File: src/logic/dbfi_pkg.sv
// dbfi_pkg: constants, address map, timing and carrier types of the
// dual bank flash interface.
// assumes a single 250 MHz clock; array macros sit outside the block.

`default_nettype none

package dbfi_pkg;

	// clock rate used to turn times into cycle counts
	localparam int unsigned CLK_MHZ = 250;
	localparam int unsigned CLK_HZ  = CLK_MHZ * 1000000;

	// word geometry of the two banks and of one fetch
	localparam int PB_WORD_W = 144;
	localparam int DB_WORD_W = 72;
	localparam int FETCH_W   = 64;
	localparam int ECC_W     = 8;
	localparam int PB_ROW_W  = 16;   // byte address bits 19:4
	localparam int DB_ROW_W  = 13;   // byte address bits 15:3
	localparam int SECT_W    = 4;

	// sector counts, both within one to sixteen
	localparam int PB_SECTORS = 11;
	localparam int DB_SECTORS = 16;

	// address map
	localparam logic [31:0] PB_LAST    = 32'h0009_FFFF;
	localparam logic [31:0] PB_S6_BASE = 32'h0001_8000;
	localparam logic [31:0] PB_S7_BASE = 32'h0002_0000;
	localparam logic [31:0] DB_BASE    = 32'hF020_0000;
	localparam logic [31:0] DB_LAST    = 32'hF020_FFFF;
	localparam logic [3:0]  PB_S6_NUM  = 4'h6;

	// program and erase times in their own units
	localparam int unsigned PB_PROG_NOM_US  = 40;
	localparam int unsigned PB_PROG_MAX_US  = 300;
	localparam int unsigned PB_ERASE_MIN_MS = 30;
	localparam int unsigned PB_ERASE_MAX_S  = 4;
	localparam int unsigned PB_TOTAL_MAX_S  = 8;
	localparam int unsigned DB_PROG_NOM_US  = 47;
	localparam int unsigned DB_PROG_MAX_US  = 310;
	localparam int unsigned DB_ERASE_MIN_MS = 200;
	localparam int unsigned DB_ERASE_MAX_S  = 8;

	// derived cycle counts; nominal and least times, longest times as bounds
	localparam int unsigned PB_PROG_CYC      = PB_PROG_NOM_US * CLK_MHZ;
	localparam int unsigned PB_PROG_MAX_CYC  = PB_PROG_MAX_US * CLK_MHZ;
	localparam int unsigned PB_ERASE_CYC     = PB_ERASE_MIN_MS * (CLK_HZ / 1000);
	localparam int unsigned PB_ERASE_MAX_CYC = PB_ERASE_MAX_S * CLK_HZ;
	localparam int unsigned DB_PROG_CYC      = DB_PROG_NOM_US * CLK_MHZ;
	localparam int unsigned DB_PROG_MAX_CYC  = DB_PROG_MAX_US * CLK_MHZ;
	localparam int unsigned DB_ERASE_CYC     = DB_ERASE_MIN_MS * (CLK_HZ / 1000);
	localparam int unsigned DB_ERASE_MAX_CYC = DB_ERASE_MAX_S * CLK_HZ;

	typedef enum logic [1:0] {
		OP_PROG       = 2'b00,
		OP_ERASE_SECT = 2'b01,
		OP_ERASE_BANK = 2'b10
	} dbfi_op_t;

	typedef enum logic {
		BANK_PROG = 1'b0,
		BANK_DATA = 1'b1
	} dbfi_bank_t;

	typedef enum logic [1:0] {
		SEQ_IDLE  = 2'b00,
		SEQ_PULSE = 2'b01,
		SEQ_DONE  = 2'b10
	} dbfi_seq_state_t;

	typedef struct packed {
		logic [31:0] addr;
		logic        instr;
		logic        write;
	} dbfi_req_t;

	typedef struct packed {
		logic [FETCH_W-1:0] data;
		logic [ECC_W-1:0]   ecc;
		logic               err;
	} dbfi_rsp_t;

	typedef struct packed {
		dbfi_op_t             op;
		dbfi_bank_t           bank;
		logic [31:0]          addr;
		logic [PB_WORD_W-1:0] wdata;
	} dbfi_cmd_t;

	// program bank sector of a byte address inside the bank
	function automatic logic [SECT_W-1:0] pb_sector(input logic [31:0] addr);
		logic [SECT_W-1:0] s;
		if (addr < PB_S6_BASE) begin
			s = addr[17:14];
		end else if (addr < PB_S7_BASE) begin
			s = PB_S6_NUM;
		end else begin
			s = PB_S6_NUM + {1'b0, addr[19:17]};
		end
		return s;
	endfunction : pb_sector

endpackage : dbfi_pkg

`default_nettype wire

File: src/logic/dbfi_top.sv
// dbfi_top: read path, address decode, fault capture and the two bank
// sequencers of the dual bank flash interface.
// assumes array macros return read data the cycle after their read enable,
// and that processor-side check and event export are set up by software.
//
// Notes on behaviour
// - each bank holds one to sixteen sectors sharing one datapath
// - erase acts on whole sectors only, never part of a sector
// - program bank: sectors 0-5 16KB, 6 32KB, 7-10 128KB up to 0x9FFFF
// - program bank words are 144 bits including check bits
// - data bank: sixteen 4KB sectors from 0xF0200000 to 0xF020FFFF
// - data bank words are 72 bits including check bits
// - data bank program or erase runs while fetching from program bank
// - no instruction fetch from the data bank, data reads only
// - reads to the idle bank proceed while the other bank is busy
// - built-in sequencers run operations; software starts and sees done
// - pipelined mode overlaps successive fetches
// - every program bank fetch returns 64 data bits with 8 check bits
// - address of an access reported faulty is captured
// - program bank word program nominally 40 us, at most 300 us
// - program bank programmed 144 bits per operation, total under 8 s
// - bank erase erases all sectors at once, sector time, max 4 s
// - data bank word program nominally 47 us, at most 310 us
// - data bank erase at least 0.2 s, at most 8 s
// - bus port reads of data bank allowed, writes refused

`timescale 1ns/1ps
`default_nettype none

module dbfi_top #(
	parameter int unsigned PB_PROG_CYC  = dbfi_pkg::PB_PROG_CYC,
	parameter int unsigned PB_ERASE_CYC = dbfi_pkg::PB_ERASE_CYC,
	parameter int unsigned DB_PROG_CYC  = dbfi_pkg::DB_PROG_CYC,
	parameter int unsigned DB_ERASE_CYC = dbfi_pkg::DB_ERASE_CYC
) (
	input  wire logic                             clk,
	input  wire logic                             sys_rst,
	input  wire logic                             pipe_en,
	input  wire logic                             req_valid,
	output logic                                  req_ready,
	input  wire dbfi_pkg::dbfi_req_t              req,
	output logic                                  rsp_valid,
	output dbfi_pkg::dbfi_rsp_t                   rsp,
	input  wire logic                             ecc_fault,
	input  wire logic                             fault_clr,
	output logic                                  fault_valid,
	output logic [31:0]                           fault_addr,
	input  wire logic                             cmd_valid,
	output logic                                  cmd_ready,
	input  wire dbfi_pkg::dbfi_cmd_t              cmd,
	output logic                                  pb_busy,
	output logic                                  pb_done,
	output logic                                  db_busy,
	output logic                                  db_done,
	output logic                                  pb_rd_en,
	output logic [dbfi_pkg::PB_ROW_W-1:0]         pb_rd_row,
	input  wire logic [dbfi_pkg::PB_WORD_W-1:0]   pb_rd_data,
	output logic                                  pb_prog_en,
	output logic                                  pb_erase_en,
	output logic [dbfi_pkg::PB_ROW_W-1:0]         pb_wr_row,
	output logic [dbfi_pkg::PB_WORD_W-1:0]        pb_wdata,
	output logic [dbfi_pkg::PB_SECTORS-1:0]       pb_erase_mask,
	output logic                                  db_rd_en,
	output logic [dbfi_pkg::DB_ROW_W-1:0]         db_rd_row,
	input  wire logic [dbfi_pkg::DB_WORD_W-1:0]   db_rd_data,
	output logic                                  db_prog_en,
	output logic                                  db_erase_en,
	output logic [dbfi_pkg::DB_ROW_W-1:0]         db_wr_row,
	output logic [dbfi_pkg::DB_WORD_W-1:0]        db_wdata,
	output logic [dbfi_pkg::DB_SECTORS-1:0]       db_erase_mask
);
	import dbfi_pkg::*;

	typedef struct packed {
		logic        s1_v;      // read in flight to the array
		dbfi_bank_t  s1_bank;
		logic        s1_err;
		logic        s1_half;   // which 64-bit half of a wide word
		logic [31:0] s1_addr;
		logic        rsp_v;
		dbfi_rsp_t   rsp;
		logic [31:0] rsp_addr;  // address of the last answered read
		logic        fault_v;
		logic [31:0] fault_addr;
	} dbfi_top_st_t;

	dbfi_top_st_t st_ff;
	dbfi_top_st_t nxt_st;

	logic       in_pb;
	logic       in_db;
	dbfi_bank_t req_bank;
	logic       req_err;
	logic       stall;
	logic       slot_free;
	logic       take;
	logic       cmd_conflict;
	logic       tgt_busy;
	logic       pb_start;
	logic       db_start;
	logic [FETCH_W-1:0] sel_data;
	logic [ECC_W-1:0]   sel_ecc;
	logic [SECT_W-1:0]  cmd_sect;

	// address decode; program bank starts at zero so only the top is checked
	always_comb begin
		in_pb    = (req.addr <= PB_LAST);
		in_db    = (req.addr >= DB_BASE) && (req.addr <= DB_LAST);
		req_bank = in_db ? BANK_DATA : BANK_PROG;
		// bus writes never reach flash; fetches from the data bank fault
		req_err  = req.write || (req.instr && in_db) || !(in_pb || in_db);
	end

	// a busy bank holds off its reads; the other bank is unaffected
	assign stall     = !req_err && (in_db ? db_busy : pb_busy);
	// without pipelining only one read is in flight at a time
	assign slot_free = pipe_en || (!st_ff.s1_v && !st_ff.rsp_v);
	assign req_ready = slot_free && !stall;
	assign take      = req_valid && req_ready;

	// array read strobes go out in the cycle the request is taken
	assign pb_rd_en  = take && !req_err && in_pb;
	assign pb_rd_row = req.addr[19:4];
	assign db_rd_en  = take && !req_err && in_db;
	assign db_rd_row = req.addr[15:3];

	// half select of the wide word; check byte travels with its data
	always_comb begin
		if (st_ff.s1_bank == BANK_DATA) begin
			sel_data = db_rd_data[FETCH_W-1:0];
			sel_ecc  = db_rd_data[DB_WORD_W-1:FETCH_W];
		end else if (st_ff.s1_half) begin
			sel_data = pb_rd_data[2*FETCH_W-1:FETCH_W];
			sel_ecc  = pb_rd_data[PB_WORD_W-1:2*FETCH_W+ECC_W];
		end else begin
			sel_data = pb_rd_data[FETCH_W-1:0];
			sel_ecc  = pb_rd_data[2*FETCH_W+ECC_W-1:2*FETCH_W];
		end
	end

	// commands wait for reads to the same bank, which keeps array access
	// and the sequencer from overlapping on one bank
	always_comb begin
		tgt_busy     = (cmd.bank == BANK_DATA) ? db_busy : pb_busy;
		cmd_conflict = (req_valid && !req_err && (req_bank == cmd.bank))
		             || (st_ff.s1_v && !st_ff.s1_err && (st_ff.s1_bank == cmd.bank));
		cmd_ready    = !tgt_busy && !cmd_conflict;
		pb_start     = cmd_valid && cmd_ready && (cmd.bank == BANK_PROG);
		db_start     = cmd_valid && cmd_ready && (cmd.bank == BANK_DATA);
		cmd_sect     = (cmd.bank == BANK_DATA) ? cmd.addr[15:12] : pb_sector(cmd.addr);
	end

	// read pipeline and fault capture
	always_comb begin
		nxt_st      = st_ff;
		nxt_st.s1_v = take;
		if (take) begin
			nxt_st.s1_bank = req_bank;
			nxt_st.s1_err  = req_err;
			nxt_st.s1_half = req.addr[3];
			nxt_st.s1_addr = req.addr;
		end
		nxt_st.rsp_v = st_ff.s1_v;
		if (st_ff.s1_v) begin
			nxt_st.rsp_addr = st_ff.s1_addr;
			if (st_ff.s1_err) begin
				nxt_st.rsp = '{data: '0, ecc: '0, err: 1'b1};
			end else begin
				nxt_st.rsp = '{data: sel_data, ecc: sel_ecc, err: 1'b0};
			end
		end
		// the processor flags a fault after checking the last answer;
		// a new fault wins over a clear in the same cycle
		if (fault_clr) begin
			nxt_st.fault_v = 1'b0;
		end
		if (ecc_fault) begin
			nxt_st.fault_v    = 1'b1;
			nxt_st.fault_addr = st_ff.rsp_addr;
		end
	end

	always_ff @(posedge clk or posedge sys_rst) begin
		if (sys_rst) begin
			st_ff <= '0;
		end else begin
			st_ff <= nxt_st;
		end
	end

	assign rsp_valid   = st_ff.rsp_v;
	assign rsp         = st_ff.rsp;
	assign fault_valid = st_ff.fault_v;
	assign fault_addr  = st_ff.fault_addr;

	// program bank sequencer, 144 bits per program operation
	dbfi_seq #(
		.DATA_W    (PB_WORD_W),
		.ROW_W     (PB_ROW_W),
		.NSECT     (PB_SECTORS),
		.PROG_CYC  (PB_PROG_CYC),
		.ERASE_CYC (PB_ERASE_CYC),
		.PROG_MAX  (PB_PROG_MAX_CYC)
	) u_pb_seq (
		.clk        (clk),
		.sys_rst    (sys_rst),
		.start      (pb_start),
		.op         (cmd.op),
		.row        (cmd.addr[19:4]),
		.wdata      (cmd.wdata),
		.sect       (cmd_sect),
		.busy       (pb_busy),
		.done       (pb_done),
		.prog_en    (pb_prog_en),
		.erase_en   (pb_erase_en),
		.arr_row    (pb_wr_row),
		.arr_wdata  (pb_wdata),
		.erase_mask (pb_erase_mask)
	);

	// data bank sequencer, independent of the program bank
	dbfi_seq #(
		.DATA_W    (DB_WORD_W),
		.ROW_W     (DB_ROW_W),
		.NSECT     (DB_SECTORS),
		.PROG_CYC  (DB_PROG_CYC),
		.ERASE_CYC (DB_ERASE_CYC),
		.PROG_MAX  (DB_PROG_MAX_CYC)
	) u_db_seq (
		.clk        (clk),
		.sys_rst    (sys_rst),
		.start      (db_start),
		.op         (cmd.op),
		.row        (cmd.addr[15:3]),
		.wdata      (cmd.wdata[DB_WORD_W-1:0]),
		.sect       (cmd_sect),
		.busy       (db_busy),
		.done       (db_done),
		.prog_en    (db_prog_en),
		.erase_en   (db_erase_en),
		.arr_row    (db_wr_row),
		.arr_wdata  (db_wdata),
		.erase_mask (db_erase_mask)
	);
endmodule : dbfi_top

`default_nettype wire

File: src/logic/dbfi_seq.sv
// dbfi_seq: program / erase sequencer for one flash bank.
// assumes start only while busy is low; array acts on the enables.

`timescale 1ns/1ps
`default_nettype none

module dbfi_seq #(
	parameter int          DATA_W  = 144,
	parameter int          ROW_W   = 16,
	parameter int          NSECT   = 11,
	parameter int unsigned PROG_CYC  = 10000,
	parameter int unsigned ERASE_CYC = 7500000,
	parameter int unsigned PROG_MAX  = 75000
) (
	input  wire logic                   clk,
	input  wire logic                   sys_rst,
	input  wire logic                   start,
	input  wire dbfi_pkg::dbfi_op_t     op,
	input  wire logic [ROW_W-1:0]       row,
	input  wire logic [DATA_W-1:0]      wdata,
	input  wire logic [3:0]             sect,
	output logic                        busy,
	output logic                        done,
	output logic                        prog_en,
	output logic                        erase_en,
	output logic [ROW_W-1:0]            arr_row,
	output logic [DATA_W-1:0]           arr_wdata,
	output logic [NSECT-1:0]            erase_mask
);
	import dbfi_pkg::*;

	typedef struct packed {
		dbfi_seq_state_t  state;
		dbfi_op_t         op;
		logic [31:0]      cnt;
		logic [ROW_W-1:0] row;
		logic [DATA_W-1:0] data;
		logic [NSECT-1:0] mask;
	} dbfi_seq_st_t;

	dbfi_seq_st_t st_ff;
	dbfi_seq_st_t nxt_st;
	logic [NSECT-1:0] mask_w;

	// whole bank selects every sector at once, else exactly one sector
	for (genvar i = 0; i < NSECT; i++) begin : g_mask
		assign mask_w[i] = (op == OP_ERASE_BANK) || (sect == 4'(i));
	end

	// one timed pulse per operation, then a one-cycle done
	always_comb begin
		nxt_st = st_ff;
		case (st_ff.state)
			SEQ_IDLE: begin
				if (start) begin
					nxt_st.state = SEQ_PULSE;
					nxt_st.op    = op;
					nxt_st.row   = row;
					nxt_st.data  = wdata;
					nxt_st.mask  = mask_w;
					nxt_st.cnt   = (op == OP_PROG) ? PROG_CYC - 1 : ERASE_CYC - 1;
				end
			end
			SEQ_PULSE: begin
				if (st_ff.cnt == 32'h0000_0000) begin
					nxt_st.state = SEQ_DONE;
				end else begin
					nxt_st.cnt = st_ff.cnt - 32'h0000_0001;
				end
			end
			SEQ_DONE: nxt_st.state = SEQ_IDLE;
			default:  nxt_st.state = SEQ_IDLE;
		endcase
	end

	always_ff @(posedge clk or posedge sys_rst) begin
		if (sys_rst) begin
			st_ff <= '0;
		end else begin
			st_ff <= nxt_st;
		end
	end

	assign busy       = (st_ff.state != SEQ_IDLE);
	assign done       = (st_ff.state == SEQ_DONE);
	assign prog_en    = (st_ff.state == SEQ_PULSE) && (st_ff.op == OP_PROG);
	assign erase_en   = (st_ff.state == SEQ_PULSE) && (st_ff.op != OP_PROG);
	assign arr_row    = st_ff.row;
	assign arr_wdata  = st_ff.data;
	assign erase_mask = st_ff.mask;

	// helper: length of the current program pulse
	logic [31:0] plen_ff;
	always_ff @(posedge clk or posedge sys_rst) begin
		if (sys_rst) begin
			plen_ff <= 32'h0000_0000;
		end else begin
			plen_ff <= prog_en ? plen_ff + 32'h0000_0001 : 32'h0000_0000;
		end
	end
endmodule : dbfi_seq

`default_nettype wire

File: config.mk
export PLATFORM = sky130hd
export DESIGN_NAME = dbfi_top
export DESIGN_NICKNAME = d
export VERILOG_FILES = /design/src/logic/dbfi_pkg.sv /design/src/logic/dbfi_top.sv /design/src/logic/dbfi_seq.sv
export SDC_FILE = /design/constraint.sdc
export NUM_CORES = 1
export LEC_CHECK = 0
export BUFFER_PORTS_ARGS = -buffer_cell sky130_fd_sc_hd__buf_4
export CAP_MARGIN = 20
export CORE_AREA = 2 2 329 331
export DETAILED_ROUTE_END_ITERATION = 6
export DIE_AREA = 0 0 331 333
export HOLD_SLACK_MARGIN = 0.15
export PLACE_DENSITY = 0.49
export SYNTH_ARGS = -nofsm -noshare
export SYNTH_HDL_FRONTEND = slang
export SYNTH_SLANG_ARGS = --single-unit
File: constraint.sdc
create_clock -name clk -period 17 [get_ports clk]
set_input_delay 1.7 -clock clk [delete_from_list [all_inputs] [get_ports clk]]
set_output_delay 1.7 -clock clk [all_outputs]
set_load 0.03 [all_outputs]
==> results by group, run 1 <==
Logic synthesis
  • Average cell area after synthesis: 9.24 µm²
  • Sequential area share after synthesis: 0.509
  • Simple-gate share of the synthesized area: 0.182
  • FFs w/ async S/R, synth: 1.00
  • Syn nets: 3199
  • Synth area leader: dfrtp_1
  • Cell area after synthesis: 25500 µm²
  • Synth Area in Compound Gates: 0.0699
  • Xor/xnor share of the synthesized area: 0.00962
  • Largest family of logic cells by synthesized area: simple AND/OR/NAND/NOR gates
  • Top_reg_cell synth: dfrtp_1
  • Ranking of synthesized cells by area: dfrtp_1, buf_4, nand2_1
  • Synth cell types: 72
  • Synth top area share: 0.509
  • Mapped Cells: 2759
  • Proportion of synthesized area in mux cells: 0.0724
  • Synth Area in Adders: 0.00196
  • Number of synthesized flops with an enable pin: 0
  • FF+latch count, synth: 518
  • Synth warn: 0

Setup path
  • Worst path required time: 15.30 ns
  • WS Path Type: in -> out
  • Crit Path Max Fanout: 8
  • Worst setup SP type: primary input
  • Critical Path Sink Type: output pin
  • Crit-path slowest cell: or4_1
  • Critical path cell sequence: buf_4 -> or4_1 -> nor4_2 -> o2111ai_1 -> buf_4 -> a211oi_2 -> nor3_1 -> and4_1 -> buf_4
  • Worst endpoint data arrival time: 4.12 ns
  • Most frequent CP cell: buf_4
  • Slowest Stage Delay on Critical Path: 0.54 ns

Timing
  • Relative slew slack: 0.203
  • Fin crit share: 0.342
  • Setup violations, final: 0
  • Final Slew Violations: 0
  • Worst-Margin Slew: 1.19 ns
  • RSZ-0062 raised after global routing: false
  • Setup TNS: 0 ns
  • Final Hold Vio Count: 0
  • Setup Skew: 0.0205 ns
  • Tmin final: 5.82 ns
  • F_max: 172 MHz

Cells and area
  • Layout area overhead: 26.8%
  • Nets: 3598
  • Util after Layout: 0.303
  • Layout cells sized above 1: 0.342

Clocking
  • H-Tree Depth: 2
  • Largest buffer count on any clock path: 3
  • Clock sinks: 518
  • CTS tree: yes
  • Resized Gates After CTS: 0
  • CTS Buf Count: 60
  • Clk_lat worst skew: 0.66 ns
  • Root buffer cell: clkbuf_16
  • # Post-CTS Setup Buffers: 0
  • Reg clk slew, reported paths: 0.05 ns
  • Hold Buf Count CTS: 0

Floorplanning
  • I/O pin count: 856
  • Std-Cell Core Area: 107000 µm²
  • Die area: 110000 µm²
  • Row count: 120
  • Die Width: 331 µm
  • Initial Util: 0.239
  • Die Y: 333 µm

Power
  • Internal power: 0.00253 W
  • Switch share: 0.324
  • Worst IR Drop VDD: 0.0833 mV
  • Logic pwr share: 0.242
  • Pwr/cell area: 116 nW/µm²
  • Leak: 16.2 nW
  • Part of the power in the clock network: 0.350
  • Net Switching: 0.00121 W
  • Sequential share of power: 0.408

GRT
  • First-pass GRT wire length: 127 mm
  • Pin count of the biggest net entering global routing: 151
  • Grt total ovfl: 0
  • All-Layer GR Usage: 0.152
  • Vias in the first global route: 19394
  • Initial antenna violation count: 3

Drt
  • Drt total wl: 87.4 mm
  • DRC: 0
  • DRT Pass-1 Iters: 5
  • Vias per cell: 4.27
  • DRT antenna net count: 0
  • Initial DRC count: 1072
  • Routed vias: 19711
  • Wire length per cell: 18.9 µm

Worst hold path
  • Hold crit path type: reg -> reg

Place
  • IO buf count: 852
  • GPL Wtd Cong: 0.877
  • Post-DP HPWL: 64.4 mm

Run status
  • Status: finished, final reports clean

Job
  • Max cap viols: 0
## final timing paths
path,from,to,slack (ns),cells after the start
worst min-delay path,u_pb_seq.arr_wdata[17],u_pb_seq.arr_wdata[17],0.47,2
worst min register to register,u_pb_seq.arr_wdata[17],u_pb_seq.arr_wdata[17],0.47,2
worst max-delay path,req[27],pb_rd_en,11.18,9
min in group asynchronous,sys_rst,u_pb_seq.arr_wdata[130],1.22,2
max in group asynchronous,sys_rst,u_db_seq.st_ff[131],13.59,4
worst max register to register,nxt_st[138],u_pb_seq.erase_mask[1],12.81,8
## per-stage QoR
| step | cells | total power [W] | area (µm²) | setup slack, ns | hold WS, ns |
|---|---|---|---|---|---|
| after detailed placement | 4497 | 0.00246 | 30300 | 10.53 | 0.463 |
| after CTS | 4608 | 0.00380 | 32300 | 11.12 | 0.478 |
| final | 4614 | 0.00374 | 32300 | 11.18 | 0.474 |
| after global placement | 4497 | 0.00245 | 30300 | 10.56 | 0.459 |
| after global routing | 4610 | 0.00393 | 32300 | 10.99 | 0.492 |
| after floorplan | 2759 | 0.00220 | 25500 | 0.830 | 0.352 |
## kinds of logic (layout without fill, tap and decap cells)
kind of cell	count (synthesis)	after routing
other	0	4
multiplexers	172	172
flip-flops	518	518
buffers and inverters	636	1084
XOR/XNOR	28	28
AO/OA/AOI/OAI	283	283
adder cells (fa/ha/maj)	4	4
AND/OR/NAND/NOR	1118	1118
## metal layers
metal | wire length (µm) | global-route usage | part of all wire | vias to the layer above
li1 | - | - | - | 9458
met1 | 38000 | 0.199 | 0.44 | 9545
met2 | 40100 | 0.240 | 0.46 | 594
met3 | 6830 | 0.0428 | 0.078 | 112
met4 | 2360 | 0.0465 | 0.027 | 2
met5 | 13 | 0 | 0.00015 | -
## layout make-up
class / count / area [µm²]
Fill cell: 11341 / 74300
Sequential cell: 518 / 13000
Multi-Input combinational cell: 1605 / 8590
Timing Repair Buffer: 878 / 6640
Clock buffer: 92 / 1760
Tap cell: 1403 / 1760
Inverter: 95 / 364
Clock inverter: 19 / 214
Antenna cell: 4 / 10.0
## Yosys cell counts, types with 21 or more instances
cell type,instances
xnor2_1,21
nand3_1,24
a21oi_1,109
dfrtp_1,518
mux2i_1,74
buf_4,406
nor2_1,161
nor3_1,27
buf_2,30
clkbuf_1,91
o22ai_1,77
mux2_2,98
nand2_1,788
inv_1,95
## placed cells by master (no fill, tap or decap), drive strengths merged, types with 19 or more instances in the layout
cell / synthesis / routed
xnor2: 21 / 21
a21oi: 109 / 109
inv: 95 / 100
nor3: 27 / 27
or4: 19 / 19
nand3: 24 / 24
mux2: 98 / 98
buf: 450 / 878
clkbuf: 91 / 92
mux2i: 74 / 74
nor2: 162 / 162
o21ai: 21 / 21
nand2: 789 / 789
o22ai: 77 / 77
dfrtp: 518 / 518
nor4: 20 / 20
## sequential cells by signal, summed over array words and instances (netlist names)
| signal | count |
|---|---|
| u_pb_seq.arr_wdata | 144 |
| rsp | 73 |
| u_db_seq.arr_wdata | 72 |
| st_ff | 66 |
| u_db_seq.st_ff | 36 |
| u_pb_seq.st_ff | 36 |
| fault_addr | 32 |
| u_db_seq.erase_mask | 16 |
| u_pb_seq.arr_row | 16 |
| u_db_seq.arr_row | 13 |
| u_pb_seq.erase_mask | 11 |
| fault_valid | 1 |
| nxt_st | 1 |
| rsp_valid | 1 |
## power groups by stage
| stage | Combinational, W | Clock, W | Sequential (W) |
|---|---|---|---|
| floorplan | 0.000697 | 0 | 0.00151 |
| detailed placement | 0.000916 | 0 | 0.00155 |
| global placement | 0.000912 | 0 | 0.00154 |
| finish | 0.000905 | 0.00131 | 0.00153 |
| CTS | 0.000918 | 0.00136 | 0.00153 |
| global route | 0.000979 | 0.00140 | 0.00155 |
## worst max-delay path: cells and delay by family
| kind | cells | cell delay [ns] |
|---|---|---|
| and+or+nand+nor | 4 | 1.39 |
| AOI/OAI and AO/OA | 2 | 0.52 |
| buffers and inverters | 3 | 0.50 |
No activity file was read; power rests on OpenSTA's default activity.
==> inputs of run 2 (changes only) <==
Clock period 17 ns to 4.75 ns, I/O delays scaled along.
==> results by group, run 2 (synthesis gave the netlist of run 1 again) <==
Setup path
  • Worst setup SP type: primary input
  • WS Path Type: in -> out
  • FF-to-FF End: u_db_seq.st_ff[121]
  • R2R setup slack: 1.38 ns (-11.43 ns)
  • Worst endpoint data arrival time: 3.69 ns (-0.43 ns)
  • CP startpoint: req[33]
  • Crit Path Max Fanout: 8 (unchanged)
  • Critical Path Sink Type: output pin
  • Reg2Reg Depth: 8 (unchanged)
  • R2R Path Start: u_db_seq.st_ff[101]
  • Worst path required time: 4.28 ns (-11.02 ns)

Drt
  • Routed vias: 20885 (+6.0%)
  • DRC: 0 (unchanged)
  • Initial DRC count: 1014 (-5.4%)
  • DRT antenna net count: 0 (unchanged)
  • Vias per cell: 4.26 (-0.19%)
  • Drt total wl: 90.1 mm (+3.1%)
  • Wire length per cell: 18.4 µm (-2.8%)
  • DRT Pass-1 Iters: 5 (unchanged)

Floorplanning
  • Die Y: 333 µm (unchanged)
  • Die area: 110000 µm² (unchanged)
  • I/O pin count: 856 (unchanged)
  • Die Width: 331 µm (unchanged)
  • Initial Util: 0.239 (unchanged)
  • Row count: 120 (unchanged)
  • Std-Cell Core Area: 107000 µm² (unchanged)

Cells and area
  • Most frequent cells in the layout: buf_4, nand2_1, dfrtp_1, dlygate4sd3_1, nor2_1
  • Most common cell after layout, fill and taps aside: buf_4
  • Util after Layout: 0.332 (+0.0287)
  • Layout cells sized above 1: 0.324 (-0.0186)
  • Nets: 3883 (+7.9%)
  • Number of flip-flops under the largest register name: 144 (unchanged)
  • Layout area overhead: 38.9%
  • Final Cell Area: 35400 µm² (+9.5%)

Clocking
  • Clk_lat worst skew: 0.63 ns (-0.03 ns)
  • H-Tree Depth: 3 (+1)
  • Reg clk slew, reported paths: 0.06 ns (about the same)
  • Root buffer cell: clkbuf_16
  • Largest buffer count on any clock path: 3 (unchanged)
  • Clock sinks: 518 (unchanged)
  • CTS Buf Count: 66 (+10%)
  • # Post-CTS Setup Buffers: 0 (unchanged)
  • CTS tree: yes

GRT
  • All-Layer GR Usage: 0.157 (+0.00568)
  • Grt total ovfl: 0 (unchanged)
  • Pin count of the biggest net entering global routing: 132 (-13%)
  • Vias in the first global route: 20969 (+8.1%)
  • Initial antenna violation count: 10 (+7)
  • First-pass GRT wire length: 132 mm (+4.1%)

Run status
  • Status: finished, final reports clean

Timing
  • Tmin final: 4.16 ns
  • Setup violations, final: 0 (unchanged)
  • RSZ-0062 raised after global routing: false
  • Final Slew Violations: 0 (unchanged)
  • Worst-Margin Slew: 1.31 ns (+0.120 ns)
  • Hold slack: 0.215 ns (-0.259 ns)
  • Relative slew slack: 0.127 (-0.0760)
  • Fin crit share: 0.876
  • Setup Skew: 0.0261 ns (+0.00551 ns)
  • F_max: 240 MHz
  • Setup ws final: 0.589 ns (-10.59 ns)
  • Final Hold Vio Count: 0 (unchanged)

Place
  • Post-DP HPWL: 66.0 mm (+2.6%)
  • Pre-CTS setup slack: 1.20 ns (-9.33 ns)
  • Dpl cell area: 30600 µm² (+0.87%)
  • IO buf count: 852 (unchanged)
  • GPL Wtd Cong: 0.860 (-1.9%)

Worst hold path
  • Hold crit path type: in -> reg
  • Worst Hold Depth: 3 (+1)
  • Worst Hold Launch: cmd[163]
  • Worst Hold Endpoint: u_pb_seq.arr_row[15]

Power
  • Worst IR Drop VDD: 0.214 mV (+160%)
  • Pwr/cell area: 395 nW/µm² (+240%)
  • Leak: 17.5 nW (+8.1%)

Job
  • Max cap viols: 0 (unchanged)
run 2: cell count changes in the layout (fill, tap and decap cells not counted), sizes merged:
cell         previous run  this run
buf                   878       900
diode                   4         2
inv                   100        97
dlygate4sd3             0       257
clkinvlp                1         3
clkbuf                 92        95
clkinv                 10        14
bufinv                  3         4
run 2: worst max-delay path by stage:
stage          cells after the start       endpoint
2_1_floorplan                      1  fault_addr[0]
3_3_place_gp                       8       pb_rd_en
3_5_place_dp                       8       pb_rd_en
4_1_cts                            9       pb_rd_en
5_1_grt                            9       pb_rd_en
6_report                           9       pb_rd_en
run 2: timing repair:
action | 4_1_cts | 5_1_grt
hold buffers | 257 | 0
hold endpoints to repair | 367 | 0
resized for setup | 0 | 0
run 2: worst max-delay path, stage by stage:
cell,delay [ns]
dlygate4sd3_1,0.55
buf_4,0.16
or4_1,0.55
o32ai_1,0.35
o2111ai_1,0.53
a211oi_2,0.51
nor3_1,0.12
and4_1,0.27
buf_4,0.17
run 2: layout make-up:
cell class / count / area (µm²)
Tap cell: 1403 / 1760
Sequential cell: 518 / 13000
Timing Repair Buffer: 1157 / 9490
Fill cell: 11066 / 71200
Antenna cell: 2 / 5.00
Multi-Input combinational cell: 1605 / 8600
Inverter: 95 / 360
Clock inverter: 23 / 273
Clock buffer: 95 / 1920
run 2: stage by stage:
step | std cells | total power (W) | setup TNS, ns
floorplan | 2759 | 0.00789 | -1430.33
global placement | 4519 | 0.00879 | 0
detailed placement | 4519 | 0.00882 | 0
CTS | 4894 | 0.0142 | 0
global route | 4896 | 0.0147 | 0
finish | 4898 | 0.0140 | 0
run 2: where the power goes:
part           leakage, nW  internal [W]  switching, W  total, W
Sequential            6.58       0.00503      0.000440   0.00547
Combinational         9.88       0.00145       0.00198   0.00343
Clock                 1.08       0.00305       0.00204   0.00509
run 2: routing by layer:
layer	vias up	routed length, µm	global-route usage
met5	-	41	0
met2	622	42200	0.255
met1	10103	39100	0.202
met4	6	2050	0.0414
met3	126	6740	0.0475
li1	10028	-	-
==> inputs of run 3 (changes only) <==
Settings changed: ABC_AREA set to 1, CORE_AREA 2 2 329 331 to 2 2 334 336, DIE_AREA 0 0 331 333 to 0 0 336 338, PLACE_DENSITY 0.49 to 0.5, SYNTH_HIERARCHICAL set to 1.
==> results by group, run 3 <==
Timing
  • Final Hold Vio Count: 0 (unchanged)
  • Relative slew slack: 0.306 (+0.179)
  • Tmin final: 3.58 ns (-0.576 ns)
  • Setup TNS: 0 ns (unchanged)
  • Setup violations, final: 0 (unchanged)
  • Worst-Margin Slew: 1.04 ns (-0.269 ns)
  • Setup Skew: 0.0233 ns (-0.00276 ns)
  • RSZ-0062 raised after global routing: false
  • Fin crit share: 0.755 (-0.121)
  • F_max: 279 MHz (+16%)
  • Final Slew Violations: 0 (unchanged)

Logic synthesis
  • Ranking of synthesized cells by area: dfrtp_1, nand2_1, buf_4
  • Number of synthesized flops with an enable pin: 0 (unchanged)
  • Synth top area share: 0.483 (-0.0259)
  • Synth cell types: 36 (-50%)
  • Proportion of synthesized area in mux cells: 0 (-0.0724)
  • Most frequent cell after synthesis: nand2_1
  • Mapped Cells: 3438 (+25%)
  • Synth Area in Compound Gates: 0.0762 (+0.00631)
  • Syn nets: 3878 (+21%)
  • Sequential area share after synthesis: 0.483 (-0.0259)
  • Synth Area in Adders: 0.00186 (-0.000100)
  • Simple-gate share of the synthesized area: 0.272 (+0.0895)
  • Average cell area after synthesis: 7.81 µm² (-15%)
  • FF+latch count, synth: 518 (unchanged)
  • Synth cell count leaders: nand2_1, dfrtp_1, buf_4
  • Synth warn: 6 (+6)
  • Synth area leader: dfrtp_1
  • Xor/xnor share of the synthesized area: 0.00391 (-0.00571)
  • Top_reg_cell synth: dfrtp_1
  • Largest family of logic cells by synthesized area: simple AND/OR/NAND/NOR gates
  • Cell area after synthesis: 26800 µm² (+5.4%)
  • FFs w/ async S/R, synth: 1.00 (unchanged)

Floorplanning
  • Initial Util: 0.244 (+0.00493)
  • I/O pin count: 856 (unchanged)
  • Die area: 114000 µm² (+3.0%)
  • Row count: 122 (+1.7%)
  • Die Y: 338 µm (+1.5%)
  • Std-Cell Core Area: 110000 µm² (+3.2%)
  • Die Width: 336 µm (+1.5%)

Drt
  • Initial DRC count: 1395 (+38%)
  • Wire length per cell: 18.9 µm (+2.8%)
  • DRT antenna net count: 0 (unchanged)
  • Vias per cell: 4.25 (-0.29%)
  • Drt total wl: 107 mm (+19%)
  • DRT Pass-1 Iters: 6 (+1)
  • DRC: 0 (unchanged)
  • Routed vias: 24064 (+15%)

GRT
  • Vias in the first global route: 23129 (+10%)
  • Initial antenna violation count: 9 (-1)
  • First-pass GRT wire length: 152 mm (+15%)
  • Pin count of the biggest net entering global routing: 144 (+9.1%)
  • Grt total ovfl: 0 (unchanged)
  • All-Layer GR Usage: 0.180 (+0.0224)

Clocking
  • Reg clk slew, reported paths: 0.06 ns (about the same)
  • CTS tree: yes
  • Hold Buf Count CTS: 290 (+13%)
  • Clk_lat worst skew: 0.62 ns (about the same)
  • H-Tree Depth: 3 (unchanged)
  • Largest buffer count on any clock path: 3 (unchanged)
  • Root buffer cell: clkbuf_16
  • Resized Gates After CTS: 0 (unchanged)
  • CTS Buf Count: 66 (unchanged)
  • # Post-CTS Setup Buffers: 0 (unchanged)
  • Clock sinks: 518 (unchanged)

Cells and area
  • Nets: 4563 (+18%)
  • Layout area overhead: 37.7%
  • Layout cells sized above 1: 0.253 (-0.0706)
  • Most common cell after layout, fill and taps aside: nand2_1
  • Most frequent cells in the layout: nand2_1, buf_4, dfrtp_1, dlygate4sd3_1, nor2_1
  • Number of flip-flops under the largest register name: 144 (unchanged)
  • Final Cell Area: 37000 µm² (+4.5%)

Worst hold path
  • Hold crit path type: in -> reg

Setup path
  • Worst endpoint data arrival time: 4.07 ns (+0.38 ns)
  • Worst setup SP type: primary input
  • FF-to-FF End: u_pb_seq/arr_wdata[35]
  • Critical path endpoint: u_pb_seq/arr_wdata[35]
  • Worst path required time: 5.24 ns (+0.96 ns)
  • R2R setup slack: 1.33 ns (-0.05 ns)
  • R2R Path Start: st_ff[173]
  • Reg2Reg Depth: 12 (+4)
  • WS Path Type: in -> reg
  • CP startpoint: req[20]
  • Crit Path Max Fanout: 143 (+135)
  • Critical Path Sink Type: flip-flop

Power
  • Pwr/cell area: 337 nW/µm² (-15%)
  • Worst IR Drop VDD: 0.247 mV (+16%)
  • Leak: 19.5 nW (+11%)

Place
  • Dpl cell area: 31800 µm² (+3.9%)
  • IO buf count: 852 (unchanged)
  • Post-DP HPWL: 77.4 mm (+17%)
  • GPL Wtd Cong: 0.815 (-5.2%)

Job
  • Max cap viols: 0 (unchanged)

Run status
  • Status: finished, final reports clean
run 3: cell types whose count changed after synthesis, sizes merged, moves of 77 or more:
cell and delta:
inv +84, mux2 -98, nand2 +590, nor2 +139
o21ai +205, o22ai -77
run 3: per-layer routing:
layer / vias to the layer above / track usage / routed length (µm)
met5: - / 0 / 100
met4: 14 / 0.0593 / 3340
met3: 142 / 0.0596 / 9090
met2: 824 / 0.293 / 50300
met1: 11332 / 0.224 / 44200
li1: 11752 / - / -
run 3: worst min path at each step:
stage / depth (start not counted) / to / start
2_1_floorplan: 0 / rsp_valid / nxt_st[138]
3_3_place_gp: 2 / st_ff[145] / st_ff[145]
3_5_place_dp: 2 / st_ff[172] / st_ff[172]
4_1_cts: 3 / rsp[65] / db_rd_data[56]
5_1_grt: 3 / rsp[27] / db_rd_data[18]
6_report: 3 / u_pb_seq/arr_row[12] / cmd[160]
run 3: kinds of logic after synthesis:
family | after synthesis
buffers and inverters | 735
AND/OR/NAND/NOR | 1814
AO/OA/AOI/OAI | 355
XOR/XNOR | 12
adder cells (fa/ha/maj) | 4
flip-flops | 518
run 3: worst max-delay path, stage by stage:
cell	delay [ns]
dlygate4sd3_1	0.54
buf_4	0.16
nor2_1	0.21
nand2_1	0.11
nor2_1	0.15
nand2_1	0.08
o21ai_0	0.14
nor2_1	0.08
nand2_1	0.06
nand3_1	0.12
nor2_1	0.12
inv_1	0.09
nor2_4	0.55
inv_6	0.26
buf_12	0.26
nand2_1	0.23
nand2_1	0.07
run 3: cell type report:
| type | count | area (µm²) |
|---|---|---|
| multi-input cells | 2185 | 9500 |
| flip-flops and latches | 518 | 13000 |
| clock inverters | 22 | 364 |
| repair buffers | 1171 | 9650 |
| diodes | 5 | 12.5 |
| inverters | 181 | 701 |
| fillers | 11626 | 73100 |
| well taps | 1488 | 1860 |
| clock buffers | 90 | 1920 |
run 3: where the power goes:
| part | switching [W] | internal (W) |
|---|---|---|
| clock network | 0.00210 | 0.00328 |
| registers | 0.000202 | 0.00471 |
| logic | 0.00128 | 0.000909 |
| total | 0.00358 | 0.00890 |
run 3: per-stage QoR:
| stage | utilization | hold slack (ns) | std cells | power [W] | worst slack, ns |
|---|---|---|---|---|---|
| 6_report | 0.336 | 0.195 | 5660 | 0.0125 | 1.17 |
| 5_1_grt | 0.336 | 0.160 | 5657 | 0.0130 | 1.08 |
| 4_1_cts | 0.336 | 0.150 | 5655 | 0.0127 | 1.36 |
| 3_5_place_dp | 0.289 | 0.458 | 5253 | 0.00695 | 1.26 |
| 3_3_place_gp | 0.289 | 0.453 | 5252 | 0.00694 | 1.31 |
| 2_1_floorplan | - | 0.369 | 3438 | 0.00622 | 0.607 |
